--- src/hw/aa_regs.vh ---
// Constants for the amplifier page-zero control registers.
// Assumes inclusion by bare name from the design files.
`ifndef AA_REGS_VH
`define AA_REGS_VH

// ********************************
// Register offsets
// ********************************
`define AA_OFS_MUTE        8'h03
`define AA_OFS_PLL         8'h04
`define AA_OFS_FILT        8'h07
`define AA_OFS_PIN_DIR     8'h08
`define AA_OFS_SER_IF      8'h09

// ********************************
// Reset values
// ********************************
`define AA_RST_MUTE        8'h00
`define AA_RST_PLL         8'h01
`define AA_RST_FILT        8'h00
`define AA_RST_PIN_DIR     8'h00
`define AA_RST_SER_IF      8'h00

// ********************************
// Writable bit masks
// ********************************
`define AA_WMASK_MUTE      8'h11
`define AA_WMASK_PLL       8'h01
`define AA_WMASK_FILT      8'h11
`define AA_WMASK_PIN_DIR   8'h2c
`define AA_WMASK_SER_IF    8'h31

// ********************************
// Field positions
// ********************************
`define AA_BIT_MUTE_B      4
`define AA_BIT_MUTE_A      0
`define AA_BIT_PLL_LOCK_N  4
`define AA_BIT_PLL_EN      0
`define AA_BIT_DEEMPH      4
`define AA_BIT_OUT_PRE     0
`define AA_BIT_PIN_TWO     5
`define AA_BIT_PIN_ZERO    3
`define AA_BIT_PIN_ONE     2
`define AA_BIT_BCLK_INV    5
`define AA_BIT_BCLK_MST    4
`define AA_BIT_FRAME_MST   0

// ********************************
// Timing
// ********************************
`define AA_CLK_PERIOD_NS   40
`define AA_RAMP_STEP_NS    1000

`endif

--- src/hw/aa_vol_ramp.v ---
// Soft mute volume ramp for one channel.
// Assumes a mute request level from the same clock domain.
`timescale 1ns/1ps
module aa_vol_ramp #(
  parameter WIDTH       = 8,
  parameter STEP_CYCLES = 25
) (
  input  wire             ref_clk,
  input  wire             rst,
  input  wire             mute_req,
  output reg  [WIDTH-1:0] gain,
  output reg              at_target
);

  localparam [WIDTH-1:0] FULL = {WIDTH{1'b1}};
  localparam integer     LAST_I = STEP_CYCLES - 1;
  localparam [15:0]      LAST   = LAST_I[15:0];

  reg [15:0] tick_cnt;
  wire       tick = (tick_cnt == LAST);

  // ********************************
  // Step timer and ramp
  // ********************************
  always @(posedge ref_clk) begin
    if (rst) begin
      tick_cnt  <= 16'h0000;
      gain      <= {WIDTH{1'b1}};
      at_target <= 1'b1;
    end else begin
      tick_cnt <= tick ? 16'h0000 : tick_cnt + 16'h0001;
      if (tick) begin
        // One step per tick, no jumps, so no pop
        if (mute_req && gain != {WIDTH{1'b0}})
          gain <= gain - {{(WIDTH-1){1'b0}}, 1'b1};
        else if (!mute_req && gain != FULL)
          gain <= gain + {{(WIDTH-1){1'b0}}, 1'b1};
      end
      at_target <= mute_req ? (gain == {WIDTH{1'b0}}) : (gain == FULL);
    end
  end

endmodule

--- src/hw/aa_ctrl_regs.v ---
// Page-zero control and status registers of the amplifier core.
// Assumes a decoded control-port register access on ref_clk and
// pins from outside the clock domain on the serial and general pins.
//
// Function
// - Mute bit 4 soft-ramps second channel
// - Mute bit 0 soft-ramps first channel
// - PLL bit 4 reads 0 locked, 1 not
// - Disabled PLL always reads not locked
// - PLL bit 0 enables internal PLL
// - PLL off selects external master clock
// - Filter bit 4 enables de-emphasis filter
// - De-emphasis coefficients default, software replaceable
// - Filter bit 0 picks serial output source
// - Direction bit 5 drives pin two
// - Direction bit 3 drives pin zero
// - Direction bit 2 drives pin one
// - Interface bit 5 picks bit clock edge
// - Interface bit 4 makes bit clock output
// - Master bit clock divides master clock
// - Interface bit 0 makes frame clock output
// - Master frame clock divides bit clock
`timescale 1ns/1ps
`include "aa_regs.vh"
module aa_ctrl_regs #(
  parameter COEF_W = 24,
  parameter COEF_N = 4,
  parameter COEF_DEFAULT0 = 24'h000100,
  parameter COEF_DEFAULT1 = 24'h000200,
  parameter COEF_DEFAULT2 = 24'h000300,
  parameter COEF_DEFAULT3 = 24'h000400
) (
  input  wire              ref_clk,
  input  wire              rst,
  input  wire [7:0]        reg_addr,
  input  wire [7:0]        reg_wdata,
  input  wire              reg_wr,
  input  wire              reg_rd,
  output reg  [7:0]        reg_rdata,
  input  wire [1:0]        coef_addr,
  input  wire [COEF_W-1:0] coef_wdata,
  input  wire              coef_wr,
  output reg  [COEF_W-1:0] coef_rdata,
  input  wire              pll_lock_raw,
  output reg               pll_enable,
  output reg               clk_src_ext,
  output wire [7:0]        vol_gain_a,
  output wire [7:0]        vol_gain_b,
  output wire              ramp_done_a,
  output wire              ramp_done_b,
  output reg               deemph_enable,
  input  wire              dsp_post_data,
  output reg               serial_audio_output,
  input  wire [2:0]        gpio_out_data,
  output reg  [2:0]        gpio_in_data,
  input  wire              general_pin_zero_i,
  output reg               general_pin_zero_o,
  output reg               general_pin_zero_oe,
  input  wire              general_pin_one_i,
  output reg               general_pin_one_o,
  output reg               general_pin_one_oe,
  input  wire              general_pin_two_i,
  output reg               general_pin_two_o,
  output reg               general_pin_two_oe,
  input  wire [7:0]        bclk_div,
  input  wire [9:0]        frame_div,
  input  wire              bclk_div_run,
  input  wire              frame_div_run,
  input  wire              bit_clock_i,
  output reg               bit_clock_o,
  output reg               bit_clock_oe,
  input  wire              frame_sync_clock_i,
  output reg               frame_sync_clock_o,
  output reg               frame_sync_clock_oe,
  input  wire              serial_audio_input,
  output reg               rx_strobe,
  output reg               rx_data,
  output reg               rx_frame
);

  localparam integer RAMP_CYCLES =
    (`AA_RAMP_STEP_NS + `AA_CLK_PERIOD_NS - 1) / `AA_CLK_PERIOD_NS;

  // ********************************
  // Helpers
  // ********************************
  function sample_edge;
    input prev;
    input cur;
    input inv;
    begin
      // Normal: data moves on falling, sample on rising
      sample_edge = inv ? (prev & ~cur) : (~prev & cur);
    end
  endfunction

  function launch_edge;
    input prev;
    input cur;
    input inv;
    begin
      launch_edge = inv ? (~prev & cur) : (prev & ~cur);
    end
  endfunction

  function [COEF_W-1:0] coef_default;
    input [1:0] idx;
    begin
      case (idx)
        2'h0:    coef_default = COEF_DEFAULT0;
        2'h1:    coef_default = COEF_DEFAULT1;
        2'h2:    coef_default = COEF_DEFAULT2;
        default: coef_default = COEF_DEFAULT3;
      endcase
    end
  endfunction

  // ********************************
  // Register storage
  // ********************************
  reg [7:0] mute_reg;
  reg [7:0] pll_reg;
  reg [7:0] filt_reg;
  reg [7:0] dir_reg;
  reg [7:0] serif_reg;
  reg       lock_s1;
  reg       lock_s2;
  wire      lock_flag_n;

  // Not locked whenever disabled
  assign lock_flag_n = ~(pll_reg[`AA_BIT_PLL_EN] & lock_s2);

  always @(posedge ref_clk) begin
    if (rst) begin
      mute_reg  <= `AA_RST_MUTE;
      pll_reg   <= `AA_RST_PLL;
      filt_reg  <= `AA_RST_FILT;
      dir_reg   <= `AA_RST_PIN_DIR;
      serif_reg <= `AA_RST_SER_IF;
    end else if (reg_wr) begin
      // Only defined bits are stored
      case (reg_addr)
        `AA_OFS_MUTE:    mute_reg  <= reg_wdata & `AA_WMASK_MUTE;
        `AA_OFS_PLL:     pll_reg   <= reg_wdata & `AA_WMASK_PLL;
        `AA_OFS_FILT:    filt_reg  <= reg_wdata & `AA_WMASK_FILT;
        `AA_OFS_PIN_DIR: dir_reg   <= reg_wdata & `AA_WMASK_PIN_DIR;
        `AA_OFS_SER_IF:  serif_reg <= reg_wdata & `AA_WMASK_SER_IF;
        default: ;
      endcase
    end
  end

  // ********************************
  // Read path
  // ********************************
  reg [7:0] next_rdata;

  always @* begin
    case (reg_addr)
      `AA_OFS_MUTE:    next_rdata = mute_reg;
      `AA_OFS_PLL:     next_rdata = pll_reg |
                         {3'h0, lock_flag_n, 4'h0};
      `AA_OFS_FILT:    next_rdata = filt_reg;
      `AA_OFS_PIN_DIR: next_rdata = dir_reg;
      `AA_OFS_SER_IF:  next_rdata = serif_reg;
      default:         next_rdata = 8'h00;
    endcase
  end

  always @(posedge ref_clk) begin
    if (rst)
      reg_rdata <= 8'h00;
    else if (reg_rd)
      reg_rdata <= next_rdata;
  end

  // ********************************
  // PLL control
  // ********************************
  always @(posedge ref_clk) begin
    if (rst) begin
      lock_s1     <= 1'b0;
      lock_s2     <= 1'b0;
      pll_enable  <= 1'b1;
      clk_src_ext <= 1'b0;
    end else begin
      lock_s1     <= pll_lock_raw;
      lock_s2     <= lock_s1;
      pll_enable  <= pll_reg[`AA_BIT_PLL_EN];
      clk_src_ext <= ~pll_reg[`AA_BIT_PLL_EN];
    end
  end

  // ********************************
  // Soft mute ramps
  // ********************************
  wire [7:0] gain_w [0:1];
  wire [1:0] done_w;
  wire [1:0] mute_req;

  assign mute_req[0] = mute_reg[`AA_BIT_MUTE_A];
  assign mute_req[1] = mute_reg[`AA_BIT_MUTE_B];

  genvar ch;
  generate
    for (ch = 0; ch < 2; ch = ch + 1) begin : g_ramp
      aa_vol_ramp #(
        .WIDTH       (8),
        .STEP_CYCLES (RAMP_CYCLES)
      ) u_ramp (
        .ref_clk   (ref_clk),
        .rst       (rst),
        .mute_req  (mute_req[ch]),
        .gain      (gain_w[ch]),
        .at_target (done_w[ch])
      );
    end
  endgenerate

  assign vol_gain_a  = gain_w[0];
  assign vol_gain_b  = gain_w[1];
  assign ramp_done_a = done_w[0];
  assign ramp_done_b = done_w[1];

  // ********************************
  // De-emphasis coefficient space
  // ********************************
  reg [COEF_W-1:0] coef_mem [0:COEF_N-1];
  integer k;

  always @(posedge ref_clk) begin
    if (rst) begin
      for (k = 0; k < COEF_N; k = k + 1)
        coef_mem[k] <= coef_default(k[1:0]);
      coef_rdata    <= {COEF_W{1'b0}};
      deemph_enable <= 1'b0;
    end else begin
      if (coef_wr)
        coef_mem[coef_addr] <= coef_wdata;
      coef_rdata    <= coef_mem[coef_addr];
      deemph_enable <= filt_reg[`AA_BIT_DEEMPH];
    end
  end

  // ********************************
  // Pin synchronisers
  // ********************************
  reg [2:0] gp_s1;
  reg [2:0] gp_s2;
  reg       bclk_s1;
  reg       bclk_s2;
  reg       frame_s1;
  reg       frame_s2;
  reg       serial_audio_input_s1;
  reg       serial_audio_input_s2;

  always @(posedge ref_clk) begin
    if (rst) begin
      gp_s1    <= 3'h0;
      gp_s2    <= 3'h0;
      bclk_s1  <= 1'b0;
      bclk_s2  <= 1'b0;
      frame_s1 <= 1'b0;
      frame_s2 <= 1'b0;
      serial_audio_input_s1  <= 1'b0;
      serial_audio_input_s2  <= 1'b0;
    end else begin
      gp_s1    <= {general_pin_two_i, general_pin_one_i,
                   general_pin_zero_i};
      gp_s2    <= gp_s1;
      bclk_s1  <= bit_clock_i;
      bclk_s2  <= bclk_s1;
      frame_s1 <= frame_sync_clock_i;
      frame_s2 <= frame_s1;
      serial_audio_input_s1  <= serial_audio_input;
      serial_audio_input_s2  <= serial_audio_input_s1;
    end
  end

  // ********************************
  // General pins and serial output
  // ********************************
  always @(posedge ref_clk) begin
    if (rst) begin
      general_pin_zero_o  <= 1'b0;
      general_pin_zero_oe <= 1'b0;
      general_pin_one_o   <= 1'b0;
      general_pin_one_oe  <= 1'b0;
      general_pin_two_o   <= 1'b0;
      general_pin_two_oe  <= 1'b0;
      gpio_in_data        <= 3'h0;
      serial_audio_output <= 1'b0;
    end else begin
      general_pin_zero_o  <= gpio_out_data[0];
      general_pin_zero_oe <= dir_reg[`AA_BIT_PIN_ZERO];
      general_pin_one_o   <= gpio_out_data[1];
      general_pin_one_oe  <= dir_reg[`AA_BIT_PIN_ONE];
      general_pin_two_o   <= gpio_out_data[2];
      general_pin_two_oe  <= dir_reg[`AA_BIT_PIN_TWO];
      gpio_in_data        <= gp_s2;
      // Pre-processing input or processed output
      serial_audio_output <= filt_reg[`AA_BIT_OUT_PRE] ?
                             serial_audio_input_s2 : dsp_post_data;
    end
  end

  // ********************************
  // Master clock generation
  // ********************************
  wire       bclk_inv   = serif_reg[`AA_BIT_BCLK_INV];
  wire       bclk_mst   = serif_reg[`AA_BIT_BCLK_MST];
  wire       frame_mst  = serif_reg[`AA_BIT_FRAME_MST];
  wire [6:0] bclk_half  = (bclk_div[7:1] == 7'h00) ? 7'h01 : bclk_div[7:1];
  wire [8:0] frame_half =
    (frame_div[9:1] == 9'h000) ? 9'h001 : frame_div[9:1];
  reg  [6:0] bclk_cnt;
  reg  [8:0] frame_cnt;
  reg        bclk_prev_int;

  always @(posedge ref_clk) begin
    if (rst) begin
      bclk_cnt           <= 7'h00;
      frame_cnt          <= 9'h000;
      bit_clock_o        <= 1'b0;
      bit_clock_oe       <= 1'b0;
      frame_sync_clock_o <= 1'b0;
      frame_sync_clock_oe <= 1'b0;
      bclk_prev_int      <= 1'b0;
    end else begin
      bit_clock_oe        <= bclk_mst;
      frame_sync_clock_oe <= frame_mst;
      bclk_prev_int       <= bit_clock_o;
      if (!bclk_div_run) begin
        bclk_cnt    <= 7'h00;
        bit_clock_o <= 1'b0;
      end else if (bclk_cnt == bclk_half - 7'h01) begin
        // Bit clock is master clock over bclk_div rounded down to even, at least 2
        bclk_cnt    <= 7'h00;
        bit_clock_o <= ~bit_clock_o;
      end else begin
        bclk_cnt <= bclk_cnt + 7'h01;
      end
      // Frame moves on the launch edge of the bit clock
      if (!frame_div_run || !bclk_div_run) begin
        frame_cnt          <= 9'h000;
        frame_sync_clock_o <= 1'b0;
      end else if (launch_edge(bclk_prev_int, bit_clock_o, bclk_inv)) begin
        if (frame_cnt == frame_half - 9'h001) begin
          frame_cnt          <= 9'h000;
          frame_sync_clock_o <= ~frame_sync_clock_o;
        end else begin
          frame_cnt <= frame_cnt + 9'h001;
        end
      end
    end
  end

  // ********************************
  // Serial receive sampling
  // ********************************
  // Master mode samples against own clocks; source follows them
  wire bclk_lvl  = bclk_mst ? bit_clock_o : bclk_s2;
  wire frame_lvl = frame_mst ? frame_sync_clock_o : frame_s2;
  reg  bclk_prev;

  always @(posedge ref_clk) begin
    if (rst) begin
      bclk_prev <= 1'b0;
      rx_strobe <= 1'b0;
      rx_data   <= 1'b0;
      rx_frame  <= 1'b0;
    end else begin
      bclk_prev <= bclk_lvl;
      rx_strobe <= sample_edge(bclk_prev, bclk_lvl, bclk_inv);
      if (sample_edge(bclk_prev, bclk_lvl, bclk_inv)) begin
        rx_data  <= serial_audio_input_s2;
        rx_frame <= frame_lvl;
      end
    end
  end

endmodule

--- config.mk ---
export PLATFORM = sky130hd
export DESIGN_NAME = aa_ctrl_regs
export DESIGN_NICKNAME = d
export VERILOG_FILES = /design/src/hw/aa_vol_ramp.v /design/src/hw/aa_ctrl_regs.v
export VERILOG_INCLUDE_DIRS = /design/src /design/src/hw
export SDC_FILE = /design/constraint.sdc
export NUM_CORES = 1
export LEC_CHECK = 0
export CAP_MARGIN = 5
export CORE_MARGIN = 10
export CORE_UTILIZATION = 49
export CTS_BUF_LIST = sky130_fd_sc_hd__clkbuf_8 sky130_fd_sc_hd__clkbuf_16
export DETAILED_ROUTE_END_ITERATION = 6
export DONT_BUFFER_PORTS = 1
export PLACE_DENSITY = 0.71
export SYNTH_ARGS = -nofsm -noshare
export SYNTH_HDL_FRONTEND = slang
export SYNTH_SLANG_ARGS = --single-unit
--- constraint.sdc ---
create_clock -name ref_clk -period 4.3 [get_ports ref_clk]
set_input_delay 1.29 -clock ref_clk [delete_from_list [all_inputs] [get_ports ref_clk]]
set_output_delay 1.29 -clock ref_clk [all_outputs]
set_load 0.02 [all_outputs]
# [Word-level counts from Yosys, hierarchy flattened]
# Memory sizes are Yosys's and may differ from the RTL's. A register that Yosys moved wholly into a read port is not among the register bits.
# Cells that the tools add are included.
[op_classes] muxes=27 n_mul=0 bitwise=14 n_eq_ne=13 div_mod_pow=0 reduce_logical=31 shifts=0 magnitude_cmp=0 n_addsub=10
[op_table] operator="$mux 24" count=5
[op_table] operator="$add 16x1->16 const B" count=2
[op_table] operator="$eq 16x5->1 const B" count=2
[op_table] operator="$mux 8" count=4
[op_table] operator="$pmux 6 s5" count=1
[op_table] operator="$reduce_or 24->1" count=1
[op_table] operator="$mux 9" count=2
[op_table] operator="$add 8x1->8 const B" count=2
[op_table] operator="$eq 8x3->1 const B" count=2
[op_table] operator="$eq 8x4->1 const B" count=2
[op_table] operator="$eq 8x8->1 const B" count=2
[op_table] operator="$logic_not 8->1" count=2
[op_table] operator="$ne 8x8->1 const B" count=2
[op_table] operator="$reduce_and 2->1" count=8
[op_table] operator="$reduce_bool 8->1" count=2
[op_table] operator="$sub 8x1->8 const B" count=2
[op_table] operator="$mux 1" count=13
[op_table] operator="$add 9x1->9 const B" count=1
[op_table] operator="$eq 9x9->1" count=1
[op_table] operator="$logic_not 9->1" count=1
[op_table] operator="$sub 9x1->9 const B" count=1
[op_table] operator="$eq 8x2->1 const B" count=1
[op_table] operator="$not 1->1" count=8
[op_table] operator="$reduce_or 2->1" count=4
[op_table] operator="other kinds (13)" count=24
[word_totals] elab_cells=140 ramBits=96 register_bits=121 memories=1 romBits=0 input_bits=78 latch_bits=0 out_inout_bits=70
[memory_table] name="coef_mem" words=4 word_bits=24 rd=1 rd_clocked_by_memory_dff=1 wr=4 line_no="aa_ctrl_regs.v:228" text="reg [COEF_W-1:0] coef_mem [0:COEF_N-1];"

# [Logic depth before layout (Yosys ltp)]
# Gate-level depths: netlist of the first run.
[logic_depth] depth_word=5 mapped_depth=11 mapped_depth_nobuf=11

# [Hierarchy]
# Synthesis of the first run repeated with hierarchy kept, for this count alone.
[hier_totals] hier_cells=943 area_unflattened_um2=10608.9
[modules_own_cells] mod="aa_ctrl_regs" n_inst=1 cells_per_inst=637 seq_area_each_um2=4724.5 area_each_um2=7868.8
[modules_own_cells] mod="aa_vol_ramp (g_ramp[1].u_ramp)" n_inst=1 cells_per_inst=155 seq_area_each_um2=500.5 area_each_um2=1380.1
[modules_own_cells] mod="aa_vol_ramp (g_ramp[0].u_ramp)" n_inst=1 cells_per_inst=151 seq_area_each_um2=500.5 area_each_um2=1360.1

# [Worst setup path before layout of the first run]
# OpenSTA, ideal clock, no wires.
[synth_timing] kind="input -> register" start="in frame_div[5]" end="reg frame_cnt[7]" t_required_ns=4.184 t_arrival_ns=3.454 n_path_buf=0 setup_time_ns=0.116 setup_slack_ns=0.730 stages=10 path_cell_list="or4_1 nor3_1 a21oi_1 ha_1 xnor2_1 xnor2_1 nor4b_1 and4b_1 nand3_1 and3_1"
[synth_via] elab_chain_cells=5
[synth_lines] item="from (decl)" line_no="aa_ctrl_regs.v:66" text="input wire [9:0] frame_div,"
[synth_lines] item="$logic_not 9->1" line_no="aa_ctrl_regs.v:315" text="(frame_div[9:1] == 9'h000) ? 9'h001 : frame_div[9:1];"
[synth_lines] item="$mux 9 *" line_no="aa_ctrl_regs.v:315"
[synth_lines] item="$sub 9x1->9 *" line_no="aa_ctrl_regs.v:348" text="if (frame_cnt == frame_half - 9'h001) begin"
[synth_lines] item="$eq 9x9->1 *" line_no="aa_ctrl_regs.v:348"
[synth_lines] item="$mux 9 *" line_no="aa_ctrl_regs.v:348"
[synth_lines] item="to (signal assigned)" line_no="aa_ctrl_regs.v:352" text="frame_cnt <= frame_cnt + 9'h001;"
[synth_lines] item="to (decl)" line_no="aa_ctrl_regs.v:317" text="reg [8:0] frame_cnt;"
# Every way passes the cells marked *; elsewhere a longest branch is shown, timed or not.
# A chain may end at the register's enable or synchronous reset.

# [Worst setup path in the final report of the first run]
[layout_timing] start="in frame_div[5]" end="reg frame_cnt[8]"
# The elaborated chain is that of the path after synthesis.

==> results of run 1 <==
power by group through the flow:
stage,sequential (mW),clock (mW),combinational [mW]
2_1_floorplan,2.55,0,0.176
3_3_place_gp,2.57,0,0.191
3_5_place_dp,2.57,0,0.195
4_1_cts,2.53,2.11,0.196
5_1_grt,2.53,2.21,0.216
6_report,2.52,2.06,0.193
through the flow:
| step | instances | setup WS (ns) | utilization (%) |
|---|---|---|---|
| 6_report | 1224 | 0.885 | 54.6 |
| 5_1_grt | 1224 | 0.777 | 54.6 |
| 2_1_floorplan | 934 | 0.730 | - |
| 3_3_place_gp | 1178 | 0.437 | 50.7 |
| 3_5_place_dp | 1178 | 0.409 | 50.7 |
| 4_1_cts | 1224 | 0.928 | 54.6 |
per-layer routing:
metal	GRT usage, %	part of all wire (%)
met1	18.8	41
met5	0	0
met2	25.5	49
met3	4.88	7.8
met4	4.03	2.2
worst max-delay path: cells and delay by family:
family / cells / cell delay (ns)
fa+ha+maj: 1 / 0.23
compound gates: 1 / 0.11
simple gates: 6 / 1.91
xor+xnor: 2 / 0.28
kinds of logic (layout without fill, tap and decap cells):
| family | Yosys count | after routing | synth area share, % |
|---|---|---|---|
| simple gates | 423 | 423 | 22.6 |
| compound gates | 88 | 88 | 5.30 |
| other cells | 1 | 3 | 0.0362 |
| buf+inv | 61 | 76 | 2.35 |
| fa+ha+maj | 21 | 21 | 2.68 |
| xor+xnor | 59 | 59 | 4.98 |
| flops | 238 | 238 | 55.2 |
| mux | 41 | 41 | 6.90 |
synthesized netlist by cell type, types with 3 or more instances:
cell type	n	area, sq um
nor2_1	64	240
nor4b_1	3	26.3
nor2b_1	41	257
and4_1	3	26.3
or2_2	3	18.8
mux2i_1	13	130
a21boi_0	3	22.5
nand2b_1	16	100
dfxtp_1	142	2840
clkbuf_1	27	101
nand4_1	12	75.1
nand3_1	36	180
buf_1	3	11.3
edfxtp_1	96	2880
nor3_1	15	75.1
o21ai_0	17	85.1
xnor2_1	27	236
o211ai_1	9	67.6
nand2_1	60	225
and3_1	13	81.3
buf_4	3	22.5
and2_1	117	732
nor3b_1	9	67.6
ha_1	19	238
a21o_1	3	22.5
a21oi_1	31	155
or4_1	7	52.6
o22ai_1	3	18.8
xor2_1	32	280
nor4_1	9	56.3
or3_1	7	43.8
buf_2	3	15.0
mux2_2	4	45.0
inv_1	25	93.8
o311ai_0	4	35.0
mux4_2	24	541
how the worst max path moves through the flow:
| stage | start | end | depth (start not counted) |
|---|---|---|---|
| final | frame_div[5] | frame_cnt[8]$_SDFFE_PP0P_ | 10 |
| after global routing | frame_div[5] | frame_cnt[5]$_SDFFE_PP0P_ | 10 |
| after CTS | frame_div[5] | frame_cnt[8]$_SDFFE_PP0P_ | 10 |
| after detailed placement | frame_div[5] | frame_cnt[8]$_SDFFE_PP0P_ | 10 |
| after global placement | frame_div[5] | frame_cnt[7]$_SDFFE_PP0P_ | 10 |
| after floorplan | frame_div[5] | frame_cnt[7]$_SDFFE_PP0P_ | 10 |
final cells by class:
cell class	count	area share, %
multi-input combinational	635	38.7
clock buffer	33	6.43
tap	275	3.01
inverter	25	0.821
sequential	238	50.1
timing repair buffer	5	0.328
clock inverter	13	0.602
==> impl_metrics.yaml, run 1 <==
run_status:
  status: "finished, final reports clean"
critical_path:
  cp_max_fo: 8
  required_ns: 4.70
  worstReg2RegStart: "g_ramp[1].u_ramp.gain[4]$_SDFFE_PP1P_"
  r2r_end: "g_ramp[1].u_ramp.gain[7]$_SDFFE_PP1P_"
  r2r_slack_ns: 1.05
  path_cells: "or4_1, nor3_1, a21oi_1, ha_1, xnor2_1, xnor2_1, nor4b_1, and4b_1, nand3_1, and3_1"
  crit_top_cell: "xnor2_1"
  critPathLaunchType: "input port"
  cp.arrival_ns: 3.82
  slowest_stage: "or4_1"
  cp_slowest_stage_delay_ns: 0.61
  endpoint_kind: "flip-flop"
  path_class: "input port to flip-flop"
  r2r_cells: 10
clock_network:
  clock-sinks: 238
  cts-root-buf: "clkbuf_16"
  postCtsHoldBufs: 0
  clk_pin_slew_worst_paths_ns: 0.06
  clockBufferDepth: 3
  cts-htree-levels: 1
  post-cts-setup-buffer-count: 0
  insertion_delay_ns: 0.52
  cts_tree: "yes"
  cts_resized: 0
  cts_buffers: 25
job:
  cap_violations: 0
worst_hold_path:
  hold_end: "frame_s2$_SDFF_PP0_"
  hold_path.class: "flip-flop to flip-flop"
  hold_start: "frame_s1$_SDFF_PP0_"
  holdPathStages: 1
timing:
  report.final.slew_viol_count: 0
  grt_setup_unrepaired: "no"
  max_freq_mhz: 293
  fin_skew_ns: 0.0153
  hold_ws_ns: 0.431
  hold_viol: 0
  layout_min_cycle_time_ns: 3.41
  finalSetupViolations: 0
  max_slew_margin_pct: 35.6
  min_period_over_period_pct: 79.4
  setup_tns_ns: 0
  worst_slew_pin_slew_ns: 0.962
layout:
  area_growth_pct: 10.2
  reg_top3: "coef_mem x96, g_ramp.u_ramp.tick_cnt x32, coef_rdata x24"
  mostFrequentLayoutCell: "dfxtp_1"
  diodes: 0
  ff_latch_area_sq_um: 5730
  drive_gt1_share_pct: 9.06
  regMostFlops: "coef_mem"
  design_area_sq_um: 11400
  multi_input_area_sq_um: 4430
  largest_register_ff_count: 96
  final_cell_mix: "142 x dfxtp_1, 117 x and2_1, 96 x edfxtp_1, 64 x nor2_1, 60 x nand2_1"
  finalNetCount: 1029
  fill_cells: 1810
power:
  total_power_mw: 4.78
  swShare_pct: 21.4
  p_leak_nw: 4.31
  power.switching_mw: 1.02
  power_density_nw_per_um2: 418
  peakVddDrop_mv: 0.354
  sequentialPowerShare_pct: 52.8
  p_clk_share_pct: 43.1
  internal_power_mw: 3.75
  share_comb_of_total_power_pct: 4.0
drt:
  wl_per_cell_um: 17.5
  finalWirelength_um: 21400
  dr.first_iter.drc_count: 516
  drc_errors: 0
  vias: 6559
  first_pass_iters: 4
  via_per_inst: 5.36
  antenna_left: 0
place:
  gp_congestion: 0.815
  dp_hpwl_um: 14000
  dpl-instance-area_sq_um: 10600
  port_buffers: 0
global_route:
  antenna_found_initial: 0
  grt_max_degree: 57
  grt_usage_pct: 15.3
  grt_pass1_vias: 6433
  grt-ovfl-total: 0
  grt_pass1_wl_um: 34100
floorplan:
  fp-row-count: 53
  ios: 148
  core_sq_um: 21000
  die_area_sq_um: 27400
  die_w_um: 165
  die_h_um: 165
  start_util_pct: 49.5
synthesis:
  syn_inst: 932
  synth_edf_count: 96
  yosys_most_used_dff: "dfxtp_1"
  ys_seq_area_share_pct: 55.2
  synth_seq_cells: 238
  async_flop_share_pct: 0
  yosysWarningCount: 0
  syn_area_per_cell_sq_um: 11.1
  synth_cell_types: 57
  mappedNetlistArea_sq_um: 10400
No activity file was read; power rests on OpenSTA's default activity.
==> inputs of run 2 (changes only) <==
- PLACE_DENSITY: 0.71 -> 0.73
- clock period: 4.3 -> 2.9 ns (I/O delays scaled with it)
==> impl_metrics.yaml, run 2 (same netlist as run 1, synthesis figures left out) <==
run_status:
  status: "finished, final reports clean"
worst_hold_path:
  hold_start: "rst"
  holdPathStages: 1
  hold_path.class: "input port to flip-flop"
  hold_end: "general_pin_one_o$_SDFF_PP0_"
layout:
  final_cell_mix: "142 x dfxtp_1, 117 x and2_1, 96 x edfxtp_1, 64 x nor2_1, 60 x nand2_1"
  largest_register_ff_count: 96
  design_area_sq_um: 11900
  multi_input_area_sq_um: 4540
  final_util_pct: 57.0
  reg_top3: "coef_mem x96, g_ramp.u_ramp.tick_cnt x32, coef_rdata x24"
  layoutNonFillerInstCount: 1261
  diodes: 0
  regMostFlops: "coef_mem"
  drive_gt1_share_pct: 14.0
  area_growth_pct: 15.1
  finalNetCount: 1065
  mostFrequentLayoutCell: "dfxtp_1"
  ff_latch_area_sq_um: 5730
  fill_cells: 1761
power:
  power.switching_mw: 1.58
  swShare_pct: 21.0
  internal_power_mw: 5.93
  peakVddDrop_mv: 0.556
  sequentialPowerShare_pct: 49.8
  p_clk_share_pct: 46.1
  p_leak_nw: 4.53
  total_power_mw: 7.51
  power_density_nw_per_um2: 629
  share_comb_of_total_power_pct: 4.1
global_route:
  grt_pass1_wl_um: 34400
  grt-ovfl-total: 0
  grt_usage_pct: 15.5
  grt_pass1_vias: 6621
  grt_max_degree: 57
  antenna_found_initial: 1
critical_path:
  cp_max_fo: 6
  worstReg2RegStart: "g_ramp[1].u_ramp.gain[3]$_SDFFE_PP1P_"
  r2r_slack_ns: 0.20
  required_ns: 3.29
  r2r_cells: 10
  cp.arrival_ns: 3.09
  path_class: "flip-flop to flip-flop"
  endpoint_kind: "flip-flop"
  critPathLaunchType: "flip-flop"
  r2r_end: "g_ramp[1].u_ramp.gain[7]$_SDFFE_PP1P_"
floorplan:
  die_w_um: 165
  core_sq_um: 21000
  fp-row-count: 53
  start_util_pct: 49.5
  ios: 148
  die_h_um: 165
  die_area_sq_um: 27400
clock_network:
  cts_buffers: 26
  cts_tree: "yes"
  postCtsHoldBufs: 0
  clock-sinks: 238
  cts-root-buf: "clkbuf_16"
  insertion_delay_ns: 0.52
  cts-htree-levels: 1
  clockBufferDepth: 3
  clk_pin_slew_worst_paths_ns: 0.06
place:
  port_buffers: 0
  dpl-instance-area_sq_um: 10900
  dp.cells: 1212
  dp_hpwl_um: 14800
  gp_congestion: 0.810
job:
  cap_violations: 0
drt:
  first_pass_iters: 4
  vias: 6711
  dr.first_iter.drc_count: 454
  via_per_inst: 5.32
  antenna_left: 0
  drc_errors: 0
  wl_per_cell_um: 17.5
  finalWirelength_um: 22100
timing:
  min_period_over_period_pct: 93.1
  report.final.slew_viol_count: 0
  fin_skew_ns: 0.0191
  finalSetupViolations: 0
  max_slew_margin_pct: 59.4
  grt_setup_unrepaired: "no"
  worst_slew_pin_slew_ns: 0.603
  hold_viol: 0
  layout_min_cycle_time_ns: 2.70
  max_freq_mhz: 370
[run 2: repair_timing]
action | CTS | global route
pin swaps | 0 | 5
endpoints found under the setup margin | 2 | 3
resized for setup | 2 | 13
buffers inserted | 0 | 1
[run 2: worst max path at each step]
stage | from | end
final | g_ramp[1].u_ramp.gain[3]$_SDFFE_PP1P_ | g_ramp[1].u_ramp.gain[7]$_SDFFE_PP1P_
after global routing | frame_div[5] | frame_cnt[4]$_SDFFE_PP0P_
after CTS | g_ramp[1].u_ramp.gain[4]$_SDFFE_PP1P_ | g_ramp[1].u_ramp.gain[6]$_SDFFE_PP1P_
after detailed placement | frame_div[5] | frame_cnt[4]$_SDFFE_PP0P_
after global placement | frame_div[5] | frame_cnt[4]$_SDFFE_PP0P_
after floorplan | frame_div[5] | frame_cnt[4]$_SDFFE_PP0P_
[run 2: power groups by stage]
stage,Sequential (mW),Clock [mW],Combinational (mW)
2_1_floorplan,3.79,0,0.261
3_3_place_gp,3.81,0,0.301
3_5_place_dp,3.81,0,0.305
4_1_cts,3.74,3.54,0.309
5_1_grt,3.75,3.67,0.335
6_report,3.74,3.46,0.304
[run 2: area by class of cell]
| class | count | area share (%) |
|---|---|---|
| Clock inverter | 18 | 1.72 |
| Sequential cell | 238 | 48.0 |
| Multi-Input combinational cell | 635 | 38.0 |
| Timing Repair Buffer | 40 | 2.62 |
| Clock buffer | 30 | 6.01 |
| Inverter | 25 | 0.807 |
| Tap cell | 275 | 2.88 |
[run 2: worst max-delay path, cell delays in order (launching register included)]
cell,delay [ns]
dfxtp_1,0.31
or4_4,0.57
o21ai_4,0.22
inv_4,0.10
ha_4,0.22
a21oi_2,0.13
o211ai_1,0.12
o41ai_2,0.31
mux2_2,0.38
xnor2_1,0.13
nand2_1,0.06
[run 2: layer usage]
layer	up-vias	track usage (%)	share of wire, %
met4	2	4.07	1.9
li1	3341	-	-
met1	3174	18.7	41
met5	-	0	0.059
met3	42	4.69	7.9
met2	152	26.5	49
[run 2: per-stage QoR]
step                worst slack [ns]  hold WS [ns]  setup TNS [ns]
floorplan                    -0.0890         0.414          -0.521
finish                         0.199         0.422               0
global placement              -0.223         0.417           -1.77
detailed placement            -0.282         0.422           -2.45
global route                  0.0194         0.399               0
CTS                           0.0281         0.398               0
==> inputs of run 3 (changes only) <==
- PLACE_DENSITY: 0.73 -> 0.71
- RECOVER_POWER: not set -> 25
- clock period: 2.9 -> 3.1 ns (I/O delays scaled with it)
==> impl_metrics.yaml, run 3 (same netlist as run 1, synthesis figures left out) <==
run_status:
  status: "finished, final reports clean"
timing:
  setup_tns_ns: 0
  grt_setup_unrepaired: "no"
  postLayoutSetupSlackWorst_ns: 0.220
  hold_viol: 0
  layout_min_cycle_time_ns: 2.88
  min_period_over_period_pct: 92.9
  max_slew_margin_pct: 25.2
  fin_skew_ns: 0.0206
  hold_ws_ns: 0.437
  finalSetupViolations: 0
  worst_slew_pin_slew_ns: 1.12
  report.final.slew_viol_count: 0
  max_freq_mhz: 347
critical_path:
  path_class: "flip-flop to flip-flop"
  crit_buf_inv: 1
  r2r_slack_ns: 0.22
  crit_family: "compound AO/OA/AOI/OAI gates"
  path_depth: 10
  cp.arrival_ns: 3.27
  endpoint_kind: "flip-flop"
  slowest_stage: "or4_1"
  required_ns: 3.49
  cp_slowest_stage_delay_ns: 0.57
  worstReg2RegStart: "g_ramp[1].u_ramp.gain[4]$_SDFFE_PP1P_"
  critPathLaunchType: "flip-flop"
  r2r_cells: 10
  cp_max_fo: 6
  r2r_end: "g_ramp[1].u_ramp.gain[7]$_SDFFE_PP1P_"
  path_cells: "or4_1, o21ai_2, inv_1, ha_1, a21oi_1, o211ai_1, o41ai_2, mux2_2, xnor2_1, nand2_1"
  critPathLaunch: "g_ramp[1].u_ramp.gain[4]$_SDFFE_PP1P_"
clock_network:
  cts_tree: "yes"
  postCtsHoldBufs: 0
  clockBufferDepth: 3
  cts_buffers: 26
  cts-htree-levels: 1
  clk_pin_slew_worst_paths_ns: 0.06
  insertion_delay_ns: 0.53
  post-cts-setup-buffer-count: 0
  cts-root-buf: "clkbuf_16"
  clock-sinks: 238
  cts_resized: 0
global_route:
  grt_usage_pct: 15.4
  antenna_found_initial: 0
  grt_pass1_wl_um: 34100
  grt-ovfl-total: 0
  grt_pass1_vias: 6733
  grt_max_degree: 57
floorplan:
  ios: 148
  fp-row-count: 53
  die_w_um: 165
  die_area_sq_um: 27400
  core_sq_um: 21000
  die_h_um: 165
  start_util_pct: 49.5
worst_hold_path:
  hold_path.class: "flip-flop to flip-flop"
  holdPathStages: 1
  hold_start: "lock_s1$_SDFF_PP0_"
  hold_end: "lock_s2$_SDFF_PP0_"
power:
  total_power_mw: 6.86
  power_density_nw_per_um2: 587
  peakVddDrop_mv: 0.437
  p_leak_nw: 4.42
layout:
  regMostFlops: "coef_mem"
  drive_gt1_share_pct: 11.0
  mostFrequentLayoutCell: "dfxtp_1"
  finalNetCount: 1057
  final_cell_mix: "142 x dfxtp_1, 96 x edfxtp_1, 87 x and2_1, 64 x nor2_1, 60 x nand2_1"
  layoutNonFillerInstCount: 1252
  reg_top3: "coef_mem x96, g_ramp.u_ramp.tick_cnt x32, coef_rdata x24"
  area_growth_pct: 12.8
  diodes: 0
  largest_register_ff_count: 96
drt:
  wl_per_cell_um: 17.5
  dr.first_iter.drc_count: 387
  via_per_inst: 5.38
  antenna_left: 0
  first_pass_iters: 4
  vias: 6732
  drc_errors: 0
  finalWirelength_um: 21900
job:
  cap_violations: 0
place:
  dp_hpwl_um: 14700
  gp_congestion: 0.786
  dp.cells: 1205
  dp_slack_ns: -0.155
  port_buffers: 0
-- run 3: cell count changes in the layout (fill, tap and decap cells not counted), sizes merged --
cell      delta
inv          +3
clkbuf       +1
clkinvlp     -1
buf         -12
-- run 3: worst max path at each step --
stage,endpoint,slack [ns]
2_1_floorplan,frame_cnt[7]$_SDFFE_PP0P_,0.04
3_3_place_gp,frame_cnt[7]$_SDFFE_PP0P_,-0.09
3_5_place_dp,frame_cnt[8]$_SDFFE_PP0P_,-0.16
4_1_cts,g_ramp[1].u_ramp.gain[7]$_SDFFE_PP1P_,0.03
5_1_grt,g_ramp[1].u_ramp.gain[7]$_SDFFE_PP1P_,0.001
6_report,g_ramp[1].u_ramp.gain[7]$_SDFFE_PP1P_,0.22
-- run 3: report_power, final --
| part | total [mW] | internal, mW | leakage (nW) | switching [mW] |
|---|---|---|---|---|
| Sequential | 3.50 | 3.41 | 2.09 | 0.0917 |
| Clock | 3.10 | 1.88 | 0.448 | 1.22 |
| Combinational | 0.271 | 0.141 | 1.88 | 0.130 |
| Total | 6.86 | 5.43 | 4.42 | 1.44 |
-- run 3: cell type report --
class	instances	area [sq um]
Tap cell	275	344
Inverter	25	93.8
Clock inverter	20	208
Fill cell	1838	9250
Clock buffer	27	664
Sequential cell	238	5730
Timing Repair Buffer	32	225
Multi-Input combinational cell	635	4440
-- run 3: metrics by stage --
step	area, sq um	utilization [%]
4_1_cts	11700	55.9
2_1_floorplan	10400	-
3_3_place_gp	10800	51.7
5_1_grt	11700	55.8
6_report	11700	55.8
3_5_place_dp	10800	51.7
-- run 3: layer usage --
| layer | GRT usage [%] | wire length [um] | up-vias |
|---|---|---|---|
| met1 | 17.4 | 8840 | 3216 |
| met4 | 4.55 | 506 | 0 |
| met3 | 4.98 | 1780 | 36 |
| met2 | 27.3 | 10800 | 142 |
| met5 | 0 | 0 | - |
| li1 | - | - | 3338 |
